### src/pkg/pmuscr_pkg.sv
// Register map, field positions and reset values of the PMU system and buck registers
package pmuscr_pkg;
  localparam int ADDR_W = 8;
  localparam int DATA_W = 8;
  localparam int NUM_BUCKS = 4;
  localparam int VSET_W = 6;
  localparam int THRESH_W = 4;

  localparam logic [7:0] ADDR_BATTERY_MONITOR = 8'h00;
  localparam logic [7:0] ADDR_THERMAL_IRQ = 8'h01;
  localparam logic [7:0] ADDR_BUCK1_CONTROL = 8'h12;
  localparam logic [7:0] ADDR_BUCK2_VSET_PRIMARY = 8'h20;
  localparam logic [7:0] ADDR_BUCK2_VSET_SECONDARY = 8'h21;
  localparam logic [7:0] ADDR_BUCK2_CONTROL = 8'h22;
  localparam logic [7:0] ADDR_BUCK3_VSET_PRIMARY = 8'h30;
  localparam logic [7:0] ADDR_BUCK3_VSET_SECONDARY = 8'h31;
  localparam logic [7:0] ADDR_BUCK3_CONTROL = 8'h32;
  localparam logic [7:0] ADDR_BUCK4_VSET_PRIMARY = 8'h40;
  localparam logic [7:0] ADDR_BUCK4_VSET_SECONDARY = 8'h41;
  localparam logic [7:0] ADDR_BUCK4_CONTROL = 8'h42;

  // Battery monitor register fields
  localparam int BAT_UNMASK_BIT = 7;
  localparam int BAT_FLAG_BIT = 6;
  localparam int BAT_LIVE_BIT = 5;
  localparam int BAT_SPARE_BIT = 4;
  localparam int BAT_THRESH_LSB = 0;
  // Thermal register fields
  localparam int THERM_UNMASK_BIT = 7;
  localparam int THERM_FLAG_BIT = 6;
  localparam int THERM_SPARE_W = 6;
  // Buck control register fields
  localparam int CTRL_ENABLE_BIT = 7;
  localparam int CTRL_PHASE_BIT = 2;
  localparam int CTRL_FAULT_EN_BIT = 1;
  localparam int CTRL_PGOOD_BIT = 0;

  localparam logic [DATA_W-1:0] READ_UNMAPPED = 8'h00;

  // Reset values
  localparam logic [THRESH_W-1:0] RST_THRESHOLD = 4'h0;
  localparam logic RST_BAT_UNMASK = 1'b0;
  localparam logic RST_THERM_UNMASK = 1'b0;
  localparam logic RST_SPARE_BIT = 1'b0;
  localparam logic [THERM_SPARE_W-1:0] RST_THERM_SPARE = 6'h00;
  localparam logic [NUM_BUCKS-1:0] RST_ENABLE = 4'h0;
  localparam logic [NUM_BUCKS-1:0] RST_PHASE = 4'h0;
  localparam logic [NUM_BUCKS-1:0] RST_FAULT_EN = 4'h0;
  localparam logic [VSET_W-1:0] RST_VSET = 6'h00;
endpackage

### src/logic/pmuscr_regs.sv
// System and buck regulator control/status register bank of the PMU
// Behaviour
// - Battery monitor bit 7 unmasks (1) or masks (0) the battery-level interrupt.
// - Battery monitor bit 6 is read-only, 1 once a battery-level interrupt occurred.
// - Battery monitor bit 5 reads live: 1 while battery below threshold.
// - Battery monitor bits 3:0 hold the writable battery detect threshold.
// - Thermal register bit 7 unmasks (1) or masks (0) the thermal interrupt.
// - Thermal register bit 6 is read-only, 1 once a thermal interrupt occurred.
// - Buck control bit 7 enables (1) or disables (0) that regulator.
// - Buck control bit 2 selects anti-phase (1) or in-phase (0) switching.
// - Buck control bit 1 enables fault interrupts from that regulator.
// - Buck control bit 0 reads 1 while output is above power-good threshold.
// - Bucks two to four use the primary voltage field while select pin low.
// - Bucks two to four use the secondary voltage field while select pin high.
`timescale 1ns/1ns
`default_nettype none
module pmuscr_regs #(
  parameter int NUM_BUCKS = pmuscr_pkg::NUM_BUCKS,
  parameter int VSET_W = pmuscr_pkg::VSET_W,
  parameter int THRESH_W = pmuscr_pkg::THRESH_W
) (
  input wire logic ref_clk_in, // 20 MHz clock
  input wire logic reset_in, // Synchronous reset, active high
  input wire logic [7:0] reg_addr_in, // Register offset from the serial interface
  input wire logic [7:0] reg_wdata_in, // Write data
  input wire logic reg_write_in, // One-cycle write strobe
  input wire logic reg_read_in, // One-cycle read strobe
  output logic [7:0] reg_rdata_out, // Read data, valid with reg_rvalid_out
  output logic reg_rvalid_out, // One-cycle read answer
  input wire logic [THRESH_W-1:0] battery_level_code_in, // Digitised battery level, async
  input wire logic thermal_alert_in, // Thermal warning level, async
  input wire logic [NUM_BUCKS-1:0] power_good_in, // Per-buck power-good, async
  input wire logic [NUM_BUCKS-1:0] regulator_fault_in, // Per-buck fault level, async
  input wire logic voltage_select_pin_in, // Host voltage select pin, async
  output logic [THRESH_W-1:0] battery_threshold_select_out, // Threshold to analog monitor
  output logic [NUM_BUCKS-1:0] buck_enable_out, // Regulator enables
  output logic [NUM_BUCKS-1:0] buck_phase_out, // 1 = anti-phase switching
  output logic [(NUM_BUCKS-1)*VSET_W-1:0] buck_voltage_out, // Applied codes, bucks two..four
  output logic irq_out // Shared interrupt request, active high
);
  localparam int NV = NUM_BUCKS - 1;
  localparam int SYNC_W = THRESH_W + 2 + 2 * NUM_BUCKS;

  logic [SYNC_W-1:0] sync_bus;
  logic [THRESH_W-1:0] battery_level;
  logic thermal_alert;
  logic [NUM_BUCKS-1:0] power_good;
  logic [NUM_BUCKS-1:0] regulator_fault;
  logic voltage_select_pin;

  // Multi-bit level code may tear for a cycle while changing; comparator tolerates it
  pmuscr_sync #(
    .WIDTH(SYNC_W)
  ) u_sync (
    .ref_clk_in(ref_clk_in),
    .reset_in(reset_in),
    .async_in({battery_level_code_in, thermal_alert_in, voltage_select_pin_in,
               power_good_in, regulator_fault_in}),
    .sync_out(sync_bus)
  );

  assign {battery_level, thermal_alert, voltage_select_pin, power_good, regulator_fault} =
    sync_bus;

  // Control and status state
  logic battery_level_irq_unmask;
  logic battery_level_irq_flag;
  logic battery_below_threshold_live;
  logic battery_below_prev;
  logic battery_spare;
  logic [THRESH_W-1:0] battery_threshold_select;
  logic thermal_irq_unmask;
  logic thermal_irq_flag;
  logic thermal_prev;
  logic [pmuscr_pkg::THERM_SPARE_W-1:0] thermal_spare;
  logic [NUM_BUCKS-1:0] buck_enable;
  logic [NUM_BUCKS-1:0] buck_phase;
  logic [NUM_BUCKS-1:0] regulator_fault_irq_enable;
  logic [VSET_W-1:0] voltage_set_primary [NV];
  logic [VSET_W-1:0] voltage_set_secondary [NV];

  logic next_battery_level_irq_unmask;
  logic next_battery_level_irq_flag;
  logic next_battery_below_threshold_live;
  logic next_battery_spare;
  logic [THRESH_W-1:0] next_battery_threshold_select;
  logic next_thermal_irq_unmask;
  logic next_thermal_irq_flag;
  logic [pmuscr_pkg::THERM_SPARE_W-1:0] next_thermal_spare;
  logic [NUM_BUCKS-1:0] next_buck_enable;
  logic [NUM_BUCKS-1:0] next_buck_phase;
  logic [NUM_BUCKS-1:0] next_regulator_fault_irq_enable;
  logic [VSET_W-1:0] next_voltage_set_primary [NV];
  logic [VSET_W-1:0] next_voltage_set_secondary [NV];
  logic [(NUM_BUCKS-1)*VSET_W-1:0] next_buck_voltage;
  logic [7:0] next_rdata;
  logic next_irq;

  // Read strobes that clear the two sticky status flags
  logic rd_battery;
  logic rd_thermal;
  assign rd_battery = reg_read_in && reg_addr_in == pmuscr_pkg::ADDR_BATTERY_MONITOR;
  assign rd_thermal = reg_read_in && reg_addr_in == pmuscr_pkg::ADDR_THERMAL_IRQ;

  // Buck index owning a control register address, or -1
  function automatic int ctrl_index(input logic [7:0] addr);
    if (addr == pmuscr_pkg::ADDR_BUCK1_CONTROL) begin
      return 0;
    end else if (addr == pmuscr_pkg::ADDR_BUCK2_CONTROL) begin
      return 1;
    end else if (addr == pmuscr_pkg::ADDR_BUCK3_CONTROL) begin
      return 2;
    end else if (addr == pmuscr_pkg::ADDR_BUCK4_CONTROL) begin
      return 3;
    end else begin
      return -1;
    end
  endfunction

  // Voltage-set index (0 = buck two) for primary or secondary address, or -1
  function automatic int vset_index(input logic [7:0] addr, input logic secondary);
    if (addr == (secondary ? pmuscr_pkg::ADDR_BUCK2_VSET_SECONDARY
                           : pmuscr_pkg::ADDR_BUCK2_VSET_PRIMARY)) begin
      return 0;
    end else if (addr == (secondary ? pmuscr_pkg::ADDR_BUCK3_VSET_SECONDARY
                                    : pmuscr_pkg::ADDR_BUCK3_VSET_PRIMARY)) begin
      return 1;
    end else if (addr == (secondary ? pmuscr_pkg::ADDR_BUCK4_VSET_SECONDARY
                                    : pmuscr_pkg::ADDR_BUCK4_VSET_PRIMARY)) begin
      return 2;
    end else begin
      return -1;
    end
  endfunction

  always_comb begin
    int ci;
    int pi;
    int si;
    ci = ctrl_index(reg_addr_in);
    pi = vset_index(reg_addr_in, 1'b0);
    si = vset_index(reg_addr_in, 1'b1);

    next_battery_level_irq_unmask = battery_level_irq_unmask;
    next_battery_spare = battery_spare;
    next_battery_threshold_select = battery_threshold_select;
    next_thermal_irq_unmask = thermal_irq_unmask;
    next_thermal_spare = thermal_spare;
    next_buck_enable = buck_enable;
    next_buck_phase = buck_phase;
    next_regulator_fault_irq_enable = regulator_fault_irq_enable;
    next_voltage_set_primary = voltage_set_primary;
    next_voltage_set_secondary = voltage_set_secondary;

    next_battery_below_threshold_live = battery_level < battery_threshold_select;

    // Flags clear on read of their register; a new event in that cycle wins
    next_battery_level_irq_flag = battery_level_irq_flag;
    next_thermal_irq_flag = thermal_irq_flag;
    if (rd_battery) begin
      next_battery_level_irq_flag = 1'b0;
    end
    if (rd_thermal) begin
      next_thermal_irq_flag = 1'b0;
    end
    // Edge detect, so a battery staying low raises the flag only once
    if (battery_below_threshold_live && !battery_below_prev) begin
      next_battery_level_irq_flag = 1'b1;
    end
    if (thermal_alert && !thermal_prev) begin
      next_thermal_irq_flag = 1'b1;
    end

    if (reg_write_in) begin
      if (reg_addr_in == pmuscr_pkg::ADDR_BATTERY_MONITOR) begin
        next_battery_level_irq_unmask = reg_wdata_in[pmuscr_pkg::BAT_UNMASK_BIT];
        next_battery_spare = reg_wdata_in[pmuscr_pkg::BAT_SPARE_BIT];
        next_battery_threshold_select =
          reg_wdata_in[pmuscr_pkg::BAT_THRESH_LSB +: THRESH_W];
      end else if (reg_addr_in == pmuscr_pkg::ADDR_THERMAL_IRQ) begin
        next_thermal_irq_unmask = reg_wdata_in[pmuscr_pkg::THERM_UNMASK_BIT];
        next_thermal_spare = reg_wdata_in[pmuscr_pkg::THERM_SPARE_W-1:0];
      end else if (ci >= 0) begin
        next_buck_enable[ci] = reg_wdata_in[pmuscr_pkg::CTRL_ENABLE_BIT];
        next_buck_phase[ci] = reg_wdata_in[pmuscr_pkg::CTRL_PHASE_BIT];
        next_regulator_fault_irq_enable[ci] =
          reg_wdata_in[pmuscr_pkg::CTRL_FAULT_EN_BIT];
      end else if (pi >= 0) begin
        next_voltage_set_primary[pi] = reg_wdata_in[VSET_W-1:0];
      end else if (si >= 0) begin
        next_voltage_set_secondary[si] = reg_wdata_in[VSET_W-1:0];
      end
    end

    // Read mux; reserved bits and unmapped offsets read zero
    next_rdata = pmuscr_pkg::READ_UNMAPPED;
    if (reg_addr_in == pmuscr_pkg::ADDR_BATTERY_MONITOR) begin
      next_rdata[pmuscr_pkg::BAT_UNMASK_BIT] = battery_level_irq_unmask;
      next_rdata[pmuscr_pkg::BAT_FLAG_BIT] = battery_level_irq_flag;
      next_rdata[pmuscr_pkg::BAT_LIVE_BIT] = battery_below_threshold_live;
      next_rdata[pmuscr_pkg::BAT_SPARE_BIT] = battery_spare;
      next_rdata[pmuscr_pkg::BAT_THRESH_LSB +: THRESH_W] = battery_threshold_select;
    end else if (reg_addr_in == pmuscr_pkg::ADDR_THERMAL_IRQ) begin
      next_rdata[pmuscr_pkg::THERM_UNMASK_BIT] = thermal_irq_unmask;
      next_rdata[pmuscr_pkg::THERM_FLAG_BIT] = thermal_irq_flag;
      next_rdata[pmuscr_pkg::THERM_SPARE_W-1:0] = thermal_spare;
    end else if (ci >= 0) begin
      next_rdata[pmuscr_pkg::CTRL_ENABLE_BIT] = buck_enable[ci];
      next_rdata[pmuscr_pkg::CTRL_PHASE_BIT] = buck_phase[ci];
      next_rdata[pmuscr_pkg::CTRL_FAULT_EN_BIT] = regulator_fault_irq_enable[ci];
      next_rdata[pmuscr_pkg::CTRL_PGOOD_BIT] = power_good[ci];
    end else if (pi >= 0) begin
      next_rdata[VSET_W-1:0] = voltage_set_primary[pi];
    end else if (si >= 0) begin
      next_rdata[VSET_W-1:0] = voltage_set_secondary[si];
    end

    // Applied voltage follows the synchronised select pin
    for (int i = 0; i < NV; i++) begin
      next_buck_voltage[i*VSET_W +: VSET_W] = voltage_select_pin ?
        voltage_set_secondary[i] : voltage_set_primary[i];
    end

    // Flags stay latched until read; faults are levels and drop with the pin
    next_irq = (battery_level_irq_flag && battery_level_irq_unmask)
             || (thermal_irq_flag && thermal_irq_unmask)
             || |(regulator_fault & regulator_fault_irq_enable);
  end

  always_ff @(posedge ref_clk_in) begin
    if (reset_in) begin
      battery_level_irq_unmask <= pmuscr_pkg::RST_BAT_UNMASK;
      battery_level_irq_flag <= 1'b0;
      battery_below_threshold_live <= 1'b0;
      battery_below_prev <= 1'b0;
      battery_spare <= pmuscr_pkg::RST_SPARE_BIT;
      battery_threshold_select <= pmuscr_pkg::RST_THRESHOLD;
      thermal_irq_unmask <= pmuscr_pkg::RST_THERM_UNMASK;
      thermal_irq_flag <= 1'b0;
      thermal_prev <= 1'b0;
      thermal_spare <= pmuscr_pkg::RST_THERM_SPARE;
      buck_enable <= pmuscr_pkg::RST_ENABLE;
      buck_phase <= pmuscr_pkg::RST_PHASE;
      regulator_fault_irq_enable <= pmuscr_pkg::RST_FAULT_EN;
      for (int i = 0; i < NV; i++) begin
        voltage_set_primary[i] <= pmuscr_pkg::RST_VSET;
        voltage_set_secondary[i] <= pmuscr_pkg::RST_VSET;
      end
      reg_rdata_out <= pmuscr_pkg::READ_UNMAPPED;
      reg_rvalid_out <= 1'b0;
      battery_threshold_select_out <= pmuscr_pkg::RST_THRESHOLD;
      buck_enable_out <= pmuscr_pkg::RST_ENABLE;
      buck_phase_out <= pmuscr_pkg::RST_PHASE;
      buck_voltage_out <= '0;
      irq_out <= 1'b0;
    end else begin
      battery_level_irq_unmask <= next_battery_level_irq_unmask;
      battery_level_irq_flag <= next_battery_level_irq_flag;
      battery_below_threshold_live <= next_battery_below_threshold_live;
      battery_below_prev <= battery_below_threshold_live;
      battery_spare <= next_battery_spare;
      battery_threshold_select <= next_battery_threshold_select;
      thermal_irq_unmask <= next_thermal_irq_unmask;
      thermal_irq_flag <= next_thermal_irq_flag;
      thermal_prev <= thermal_alert;
      thermal_spare <= next_thermal_spare;
      buck_enable <= next_buck_enable;
      buck_phase <= next_buck_phase;
      regulator_fault_irq_enable <= next_regulator_fault_irq_enable;
      voltage_set_primary <= next_voltage_set_primary;
      voltage_set_secondary <= next_voltage_set_secondary;
      reg_rdata_out <= reg_read_in ? next_rdata : pmuscr_pkg::READ_UNMAPPED;
      reg_rvalid_out <= reg_read_in;
      battery_threshold_select_out <= next_battery_threshold_select;
      buck_enable_out <= next_buck_enable;
      buck_phase_out <= next_buck_phase;
      buck_voltage_out <= next_buck_voltage;
      irq_out <= next_irq;
    end
  end
endmodule // pmuscr_regs
`default_nettype wire

### src/logic/pmuscr_sync.sv
// Two-stage synchroniser for a bundle of asynchronous pin inputs
`timescale 1ns/1ns
`default_nettype none
module pmuscr_sync #(
  parameter int WIDTH = 1
) (
  input wire logic ref_clk_in, // Module clock
  input wire logic reset_in, // Synchronous reset, active high
  input wire logic [WIDTH-1:0] async_in, // Levels from outside the clock domain
  output logic [WIDTH-1:0] sync_out // Levels after two flops
);
  logic [WIDTH-1:0] stage_one;
  logic [WIDTH-1:0] next_stage_one;
  logic [WIDTH-1:0] next_sync;

  always_comb begin
    next_stage_one = async_in;
    next_sync = stage_one;
  end

  always_ff @(posedge ref_clk_in) begin
    if (reset_in) begin
      stage_one <= '0;
      sync_out <= '0;
    end else begin
      stage_one <= next_stage_one;
      sync_out <= next_sync;
    end
  end
endmodule // pmuscr_sync
`default_nettype wire

### config.mk
export PLATFORM = sky130hd
export DESIGN_NAME = pmuscr_regs
export DESIGN_NICKNAME = d
export VERILOG_FILES = /design/src/pkg/pmuscr_pkg.sv /design/src/logic/pmuscr_regs.sv /design/src/logic/pmuscr_sync.sv
export SDC_FILE = /design/constraint.sdc
export NUM_CORES = 1
export LEC_CHECK = 0
export ABC_AREA = 0
export BUFFER_PORTS_ARGS = -buffer_cell sky130_fd_sc_hd__buf_2
export CORE_MARGIN = 2
export CORE_UTILIZATION = 50
export CTS_CLUSTER_DIAMETER = 50
export DETAILED_ROUTE_END_ITERATION = 16
export PLACE_DENSITY = 0.71
export SYNTH_ARGS = -nofsm -noshare
export SYNTH_HDL_FRONTEND = slang
export SYNTH_SLANG_ARGS = --single-unit
### constraint.sdc
create_clock -name ref_clk_in -period 2.58 [get_ports ref_clk_in]
set_input_delay 0 -clock ref_clk_in [delete_from_list [all_inputs] [get_ports ref_clk_in]]
set_output_delay 0 -clock ref_clk_in [all_outputs]
set_load 0.05 [all_outputs]
Word level (Yosys, flattened, before mapping):

Index checks and enable logic that the tools add are counted.

* div/mod/pow operators: 0
* bitwise operators: 8
* multiplexer cells: 55
* $add $sub $neg: 0
* order comparisons: 10
* multipliers: 0
* equality and inequality tests: 11
* reduce and logical (&&, ||, !) cells: 23
* shift-type cells: 0

Operators with widths (number)
* two-way mux 32 bit: 10
* >= comparator 32 x 1 -> 1 bit (second input constant): 4
* two-way mux 6 bit: 12
* >= comparator 32 x 3 -> 1 bit (second input constant): 2
* < comparator 32 x 1 -> 1 bit (second input constant): 2
* inverter 32 bit: 2
* equality test 8 x 6 -> 1 bit (second input constant): 6
* bitwise mux 18 bit: 2
* < comparator 32 x 4 -> 1 bit (second input constant): 1
* binary-select mux 6 bit (select 2 bit): 2
* demux 6 bit (select 2 bit): 2
* equality test 8 x 7 -> 1 bit (second input constant): 3
* two-way mux 1 bit: 16
* bitwise mux 4 bit: 3
* logical AND 1 bit: 9
* binary-select mux 1 bit (select 2 bit): 4
* equality test 8 x 1 -> 1 bit (second input constant): 1
* equality test 8 x 5 -> 1 bit (second input constant): 1
* logical NOT 8 bit: 1
* two-way mux 8 bit: 1
* two-way mux 3 bit: 2
* AND reduction 6 bit: 1
* inverter 1 bit: 5
* AND reduction 5 bit: 1
* 11 further kinds: 14

* bits in registers: 122
* output and inout port bits: 40
* input bits: 34
* latch bits: 0
* bits in writable memories: 0
* memories: 0
* memory bits (read-only): 0

Logic depth before layout (Yosys ltp):

Gate-level depths: netlist of the first run.

* word-level depth: 13
* gate-level depth with buffers: 7

Modules after synthesis:

Synthesis of the first run repeated with hierarchy kept, for this count alone.

* cells, all modules: 521
* area, all modules: 5057.4 um2

By module, submodules not included
* pmuscr_regs: area an instance 4279.1 um2, instances 1, cells an instance 463
* pmuscr_sync: area an instance 778.2 um2, instances 1, cells an instance 58

Worst setup path before layout of the first run:

Ideal clock, no wire load.

* path kind: register to register
* from: register battery_threshold_select[1]
* to: register battery_below_threshold_live
* stages on the path, launching flop included: 6
* arrival: 1520 ps
* setup slack: 974 ps
* data required time: 2494 ps
* library setup time: 86 ps
* cell sequence: dfxtp_1 -> inv_1 -> ha_1 -> a21o_1 -> a21o_1 -> a211oi_1

* longest elaborated chain between the ends: 1

RTL lines
* start, declared: RTL line pmuscr_regs.sv:71 `logic [THRESH_W-1:0] battery_threshold_select;`
* start signal, assigned: RTL line pmuscr_regs.sv:237 `battery_threshold_select <= pmuscr_pkg::RST_THRESHOLD;`
* start signal, assigned: RTL line pmuscr_regs.sv:262 `battery_threshold_select <= next_battery_threshold_select;`
* < comparator 4 bit: RTL line pmuscr_regs.sv:155 `next_battery_below_threshold_live = battery_level < battery_threshold_select;`
* end signal, assigned: RTL line pmuscr_regs.sv:259 `battery_below_threshold_live <= next_battery_below_threshold_live;`
* end, declared: RTL line pmuscr_regs.sv:68 `logic battery_below_threshold_live;`

No other way between the ends.
A chain may end at the register's enable or synchronous reset.

Worst setup path after layout of the first run:

* from: input reg_addr_in[7]
* to: register thermal_irq_unmask

* longest elaborated chain between the ends: 3
* elaborated cells on any way between the ends: 4

RTL lines
* start, declared: RTL line pmuscr_regs.sv:24 `input wire logic [7:0] reg_addr_in,`
* logical NOT 8 bit: RTL line pmuscr_regs.sv:175 `if (reg_addr_in == pmuscr_pkg::ADDR_BATTERY_MONITOR) begin`
* inverter 1 bit (no source line)
* AND reduction 3 bit (no source line) *
* end signal, assigned: RTL line pmuscr_regs.sv:238 `thermal_irq_unmask <= pmuscr_pkg::RST_THERM_UNMASK;`
* end signal, assigned: RTL line pmuscr_regs.sv:263 `thermal_irq_unmask <= next_thermal_irq_unmask;`
* end, declared: RTL line pmuscr_regs.sv:72 `logic thermal_irq_unmask;`

Mark *: on every way between the ends. The rest lies on a longest branch, timed or not.

==> results_dict.tcl, run 1 <==
set metrics [dict create \
    end_kind "flop" \
    die_y_um 103.4 \
    critical_path_required_ns 3.05 \
    top_usage_layer "met2" \
    crit_fanout 11 \
    final_cell_count_no_fill 756 \
    tightest_slew_ns 0.6580 \
    reg2reg_slack_ns 1.12 \
    post-dp-hpwl_um 7690 \
    ys_types 46 \
    synth_compound_area_share_pct 9.478 \
    clock_skew_ns 0.005181 \
    cts_setup_buffers 0 \
    syn-instance-count 511 \
    route.detailed.drc 0 \
    drtAntennaViolNets 0 \
    r2r_end "reg_rdata_out[1]" \
    min_period_over_period_pct 87.80 \
    worstReg2RegStart "voltage_set_primary[7]" \
    fp-row-count 36 \
    grt_use_met3_pct 6.653 \
    drt_wl_total_um 12060 \
    async_flop_share_pct 0 \
    min_path_type "input port to flop" \
    grt.total_usage_pct 24.10 \
    fp.coreArea_mm2 0.009684 \
    synth.top_cells.by_area "dfxtp_1, mux2i_1, nor2_1, nor2b_1, nand2_1" \
    wire_per_inst_um 15.95 \
    drtIter0Drc 186 \
    worstHoldStart "reg_addr_in[6]" \
    grt_use_met1_pct 30.49 \
    max_freq_ghz 0.4414 \
    start_kind "input port" \
    vias_per_cell 5.348 \
    nFillCells 792 \
    gp_congestion 0.9213 \
    placed_cells 684 \
    grt_max_degree 63 \
    synth_xor_area_share_pct 0.1774 \
    arrival_ns 2.73 \
    die-area_mm2 0.01069 \
    holdPathStages 3 \
    die_w_um 103.4 \
    ys.flop_type "dfxtp_1" \
    final_nets 650 \
    synth.avg_cell_area_um2 9.662 \
    grt_pass1_vias 3841 \
    drv_cap 0 \
    hold_viol 0 \
    numCtsBuffers 17 \
    vias 4043 \
    synth_edf_count 0 \
    yosysTopAreaCell "dfxtp_1" \
    synthMuxAreaShare_pct 16.70 \
    antenna_found_initial 0 \
    final-setup-viol-count 0 \
    path_class "input port to flop" \
    r2r_cells 3 \
    initial_utilization_pct 50.98 \
    insertion_delay_ns 0.53 \
    period_needed_ns 2.265 \
    dr.pass1.iters 5 \
    root_buffer "clkbuf_8" \
    synth-simple-area-share_pct 19.41 \
    clk_pin_slew_worst_paths_ns 0.06 \
    ir_drop_uv 427.3 \
    area.growth.synth_to_final_pct 27.37 \
    hold_end "reg_rdata_out[7]" \
    max-clock-path-buffers 2 \
    cts_max_level 4 \
    port_buffers 72 \
    synth_top_family_by_area "simple AND/OR/NAND/NOR gates" \
    synth-seq-area-share_pct 49.47 \
    power.density_mw_per_mm2 685.9 \
    cts_tree "done" \
    max_slew_margin_pct 56.14 \
    drv_slew 0 \
    setup_tns_ns 0 \
    yosysTopAreaCellShare_pct 49.47 \
    synthAdderAreaFrac_pct 0.7603 \
    ys_warn_count 0 \
    netlist_area_mm2 0.004937 \
    overflow 0 \
    synth.ff_latch_count 122 \
    status "complete, no violations" \
    cts.sinks 122 \
    rsz0062_at_grt "false" \
    fin_hold_ws_ns 0.05016 \
    power_leakage_nw 2.647 \
    grt_pass1_wl_um 19220 \
    drive_above_1_share_pct 19.58 \
    pin_count 74 \
    gr-usage-met2_pct 38.11 \
    syn_nets 548 \
    diodes 0 \
]
-- logic make-up (layout without fill, tap and decap cells) --
kind of cell,count (synthesis),count (layout)
simple gates,186,186
xor+xnor,1,1
compound gates,74,74
fa+ha+maj,3,3
mux,80,80
buf+inv,45,157
flops,122,122
-- critical path, cell delays in order --
cell           delay (ns)
dlygate4sd3_1        0.53
buf_2                0.19
nor4_4               0.39
nand2_1              0.33
nor2_1               0.49
nand2_1              0.11
a21oi_1              0.12
dlygate4sd3_1        0.56
-- where the power goes --
group          leakage [nW]  switching, mW  total [mW]  internal, mW
logic                  1.41          0.141       0.247         0.106
registers             0.989        0.00890        1.92          1.91
clock network         0.246          0.795        2.14          1.35
total                  2.65          0.945        4.31          3.37
-- worst max-delay path by stage --
stage / startpoint / end
finish: reg_addr_in[7] / thermal_irq_unmask
global route: reg_addr_in[1] / thermal_irq_unmask
floorplan: battery_threshold_select[1] / battery_below_threshold_live
global placement: reg_addr_in[5] / reg_rdata_out[2]
CTS: reg_addr_in[7] / thermal_irq_unmask
detailed placement: reg_addr_in[5] / reg_rdata_out[0]
-- metrics by stage --
| step | setup WS [ns] | total power [mW] | utilization (%) | instance area [um2] |
|---|---|---|---|---|
| 2_1_floorplan | 0.9742 | 2.098 | - | 4937 |
| 3_3_place_gp | 0.6255 | 2.152 | 55.03 | 5329 |
| 3_5_place_dp | 0.6090 | 2.156 | 55.03 | 5329 |
| 4_1_cts | 0.3677 | 4.333 | 64.94 | 6289 |
| 5_1_grt | 0.1626 | 4.445 | 64.94 | 6289 |
| 6_report | 0.3147 | 4.313 | 64.94 | 6289 |
-- synth_stat cells, types with 2 or more instances --
master / n
a211oi_1: 5
a21o_1: 3
a21oi_1: 25
a221oi_1: 6
a22oi_1: 5
a31oi_1: 3
buf_1: 5
buf_2: 8
buf_6: 2
clkbuf_1: 19
dfxtp_1: 122
ha_1: 3
inv_1: 10
mux2_2: 9
mux2i_1: 70
nand2_1: 41
nand2b_1: 6
nand3_1: 13
nand3b_1: 2
nor2_1: 72
nor2b_1: 33
nor3_4: 3
nor4b_2: 2
o21ai_0: 15
o221a_2: 2
o221ai_1: 2
o22ai_1: 3
or3_1: 4
-- timing repair --
action,4_1_cts,5_1_grt
hold buffers,43,0
gates resized for setup,0,0
endpoints found under the hold margin,98,0
endpoints found under the setup margin,0,0
-- final cells by class --
type	instances	area (um2)	share of cell area (%)
Clock buffer	21	429.2	6.825
Timing Repair Buffer	118	815.8	12.97
Clock inverter	8	100.1	1.592
Multi-Input combinational cell	344	2297	36.53
Tap cell	133	166.4	2.646
Inverter	10	37.54	0.5969
Sequential cell	122	2442	38.84
-- sequential cells by signal, indices dropped and copies added (netlist names), 4 cells and up --
signal / count
u_sync.next_sync: 14
voltage_set_primary: 18
voltage_set_secondary: 18
u_sync.sync_out: 14
thermal_spare: 6
buck_enable: 4
regulator_fault_irq_enable: 4
buck_phase: 4
reg_rdata_out: 8
buck_voltage_out: 18
battery_threshold_select: 4
-- layer usage --
metal	vias up	part of all wire, %
li1	1961	-
met1	1912	43
met2	143	47
met3	27	6.8
met4	0	2.8
met5	-	0
-- cells in the final DEF, fill, tap and decap left out, drive strengths merged, types with 3 or more instances in the layout --
master         n
a22oi          5
a31oi          3
o22ai          3
mux2           9
a211oi         5
nand2         41
o21ai         15
nand2b         6
dlygate4sd3   43
nand3         14
clkinvlp       4
dfxtp        122
or3            4
clkbuf        21
nor2          73
nor2b         33
buf           75
nor3           4
a221oi         6
inv           10
ha             3
a21o           3
mux2i         70
a21oi         25
(Power assumes the default switching activity.)
==> run 2, diff against run 1 <==
BUFFER_PORTS_ARGS = -buffer_cell sky130_fd_sc_hd__buf_4   (was -buffer_cell sky130_fd_sc_hd__buf_2)
==> run 2 against run 1 <==
Compared with the run above:
- count of clock-buffer cells in the layout is 1 higher
- critical path type unchanged
- clock skew hardly changed
- critical path depth stayed put
- worst hold slack better by 0.0063 ns
- sequential cell count stayed put
- design area is 3.8% higher
- clock power hardly changed
- register-to-register slack worse by 0.07 ns
- die area stayed put
- sequential power hardly changed
- worst setup slack better by 0.079 ns
==> results_dict.tcl, run 2 (same netlist as run 1, synthesis figures left out) <==
set metrics [dict create \
    worstReg2RegStart "voltage_set_primary[7]" \
    ctsHoldBuffers 46 \
    insertion_delay_ns 0.52 \
    vias 4132 \
    crit_path_max_incr_delay_ns 0.55 \
    hold_end "reg_rdata_out[7]" \
    clk_pin_slew_worst_paths_ns 0.05 \
    drv_slew 0 \
    min_path_type "input port to flop" \
    die_y_um 103.4 \
    min_period_over_period_pct 84.75 \
    status "complete, no violations" \
    max-clock-path-buffers 2 \
    p_int_mw 3.394 \
    root_buffer "clkbuf_8" \
    max_freq_ghz 0.4574 \
    worstHoldStart "reg_addr_in[6]" \
    numCtsBuffers 17 \
    drt_wl_total_um 12570 \
    crit_fanout 11 \
    fp.coreArea_mm2 0.009684 \
    hold_viol 0 \
    seq_area_mm2 0.002442 \
    max_slew_margin_pct 63.48 \
    grt_max_degree 54 \
    rsz0062_at_grt "false" \
    seqPwrFrac_pct 44.1 \
    final_cell_count_no_fill 762 \
    area.growth.synth_to_final_pct 32.16 \
    initial_utilization_pct 50.98 \
    gp_congestion 0.9053 \
    p_sw_mw 0.9615 \
    nFillCells 739 \
    cts_setup_buffers 0 \
    arrival_ns 2.65 \
    final-setup-viol-count 0 \
    diodes 0 \
    reg2reg_slack_ns 1.05 \
    fin_ws_ns 0.3935 \
    cts_tree "done" \
    final_util_pct 67.38 \
    cts.sinks 122 \
    drtAntennaViolNets 0 \
    path_class "input port to flop" \
    holdPathStages 3 \
    cts_resized 0 \
    antenna_found_initial 0 \
    power_leakage_nw 2.720 \
    drtIter0Drc 279 \
    multi_input_area_mm2 0.002297 \
    critical_path_required_ns 3.04 \
    grt_pass1_wl_um 20030 \
    clockPowerShare_pct 49.6 \
    slowest_stage "dlygate4sd3_1" \
    die-area_mm2 0.01069 \
    route.detailed.drc 0 \
    cts_max_level 4 \
    overflow 0 \
    start_kind "input port" \
    wire_per_inst_um 16.49 \
    r2r_cells 3 \
    dp_slack_ns 0.7432 \
    pin_count 74 \
    ir_drop_uv 374.9 \
    layout_commonest_cell "dfxtp_1" \
    port_buffers 72 \
    final_nets 655 \
    swShare_pct 22.08 \
    setup_tns_ns 0 \
    grt_pass1_vias 3978 \
    drive_above_1_share_pct 20.35 \
    tightest_slew_ns 0.5478 \
    post-dp-hpwl_um 7909 \
    reg.largest.list "buck_voltage_out (18), voltage_set_primary (18), voltage_set_secondary (18)" \
    period_needed_ns 2.186 \
    die_w_um 103.4 \
    cp_cell_sequence "dlygate4sd3_1 > buf_4 > nor3_1 > nand2_1 > nor2_1 > nand2_1 > a21oi_1 > dlygate4sd3_1" \
    r2r_end "reg_rdata_out[1]" \
    drv_cap 0 \
    grt.total_usage_pct 24.79 \
    clock_skew_ns 0.005391 \
    placed_cells 686 \
    fp-row-count 36 \
    end_kind "flop" \
    dr.pass1.iters 5 \
    power.density_mw_per_mm2 667.5 \
    p_comb_share_pct 6.3 \
    vias_per_cell 5.423 \
    layout_common_cells "dfxtp_1, buf_4, nor2_1, mux2i_1, dlygate4sd3_1" \
]
-- run 2: cell types whose count changed in the layout (fill, tap and decap cells not counted) --
cell	change
clkbuf_8	+4
clkinv_2	+3
dlygate4sd3_1	+3
bufinv_16	-1
buf_4	+73
clkbuf_1	-3
buf_2	-71
clkinvlp_4	-2
-- run 2: layout make-up --
type | instances | area share (%)
Clock inverter | 8 | 1.074
Timing Repair Buffer | 123 | 15.92
Tap cell | 133 | 2.550
Multi-Input combinational cell | 344 | 35.21
Inverter | 10 | 0.5753
Clock buffer | 22 | 7.248
Sequential cell | 122 | 37.43
-- run 2: power groups by stage --
stage | clock (mW) | sequential (mW) | combinational [mW]
floorplan | 0 | 1.96 | 0.135
global placement | 0 | 1.96 | 0.211
detailed placement | 0 | 1.96 | 0.215
CTS | 2.19 | 1.92 | 0.266
global route | 2.27 | 1.92 | 0.292
finish | 2.16 | 1.92 | 0.272
-- run 2: how the worst max path moves through the flow --
stage                           startpoint                           end  slack (ns)  cells after the start
2_1_floorplan  battery_threshold_select[1]  battery_below_threshold_live        0.97                      5
3_3_place_gp                reg_addr_in[4]   battery_threshold_select[2]        0.77                      6
3_5_place_dp                reg_addr_in[3]     voltage_set_secondary[16]        0.74                      6
4_1_cts                     reg_addr_in[1]              thermal_spare[5]        0.45                      8
5_1_grt                     reg_addr_in[1]              thermal_spare[4]        0.11                      8
6_report                    reg_addr_in[1]              thermal_spare[4]        0.39                      8
-- run 2: critical path: cells and delay by family --
family | cells | cell delay (ns)
simple gates | 4 | 1.27
compound gates | 1 | 0.13
buf+inv | 3 | 1.24
-- run 2: metrics by stage --
step,total power [mW],area (um2),hold WS (ns)
after floorplan,2.098,4937,0.1282
after global placement,2.171,5522,0.2105
after detailed placement,2.175,5522,0.2144
after CTS,4.372,6525,0.02548
after global routing,4.485,6525,0.04962
final,4.355,6525,0.05642
-- run 2: per-layer routing --
metal | vias up | wire length (um) | track usage [%]
li1 | 1970 | - | -
met2 | 164 | 5933 | 38.01
met3 | 32 | 813 | 6.317
met5 | - | 0 | 0
met1 | 1966 | 5414 | 32.43
met4 | 0 | 405 | 12.55
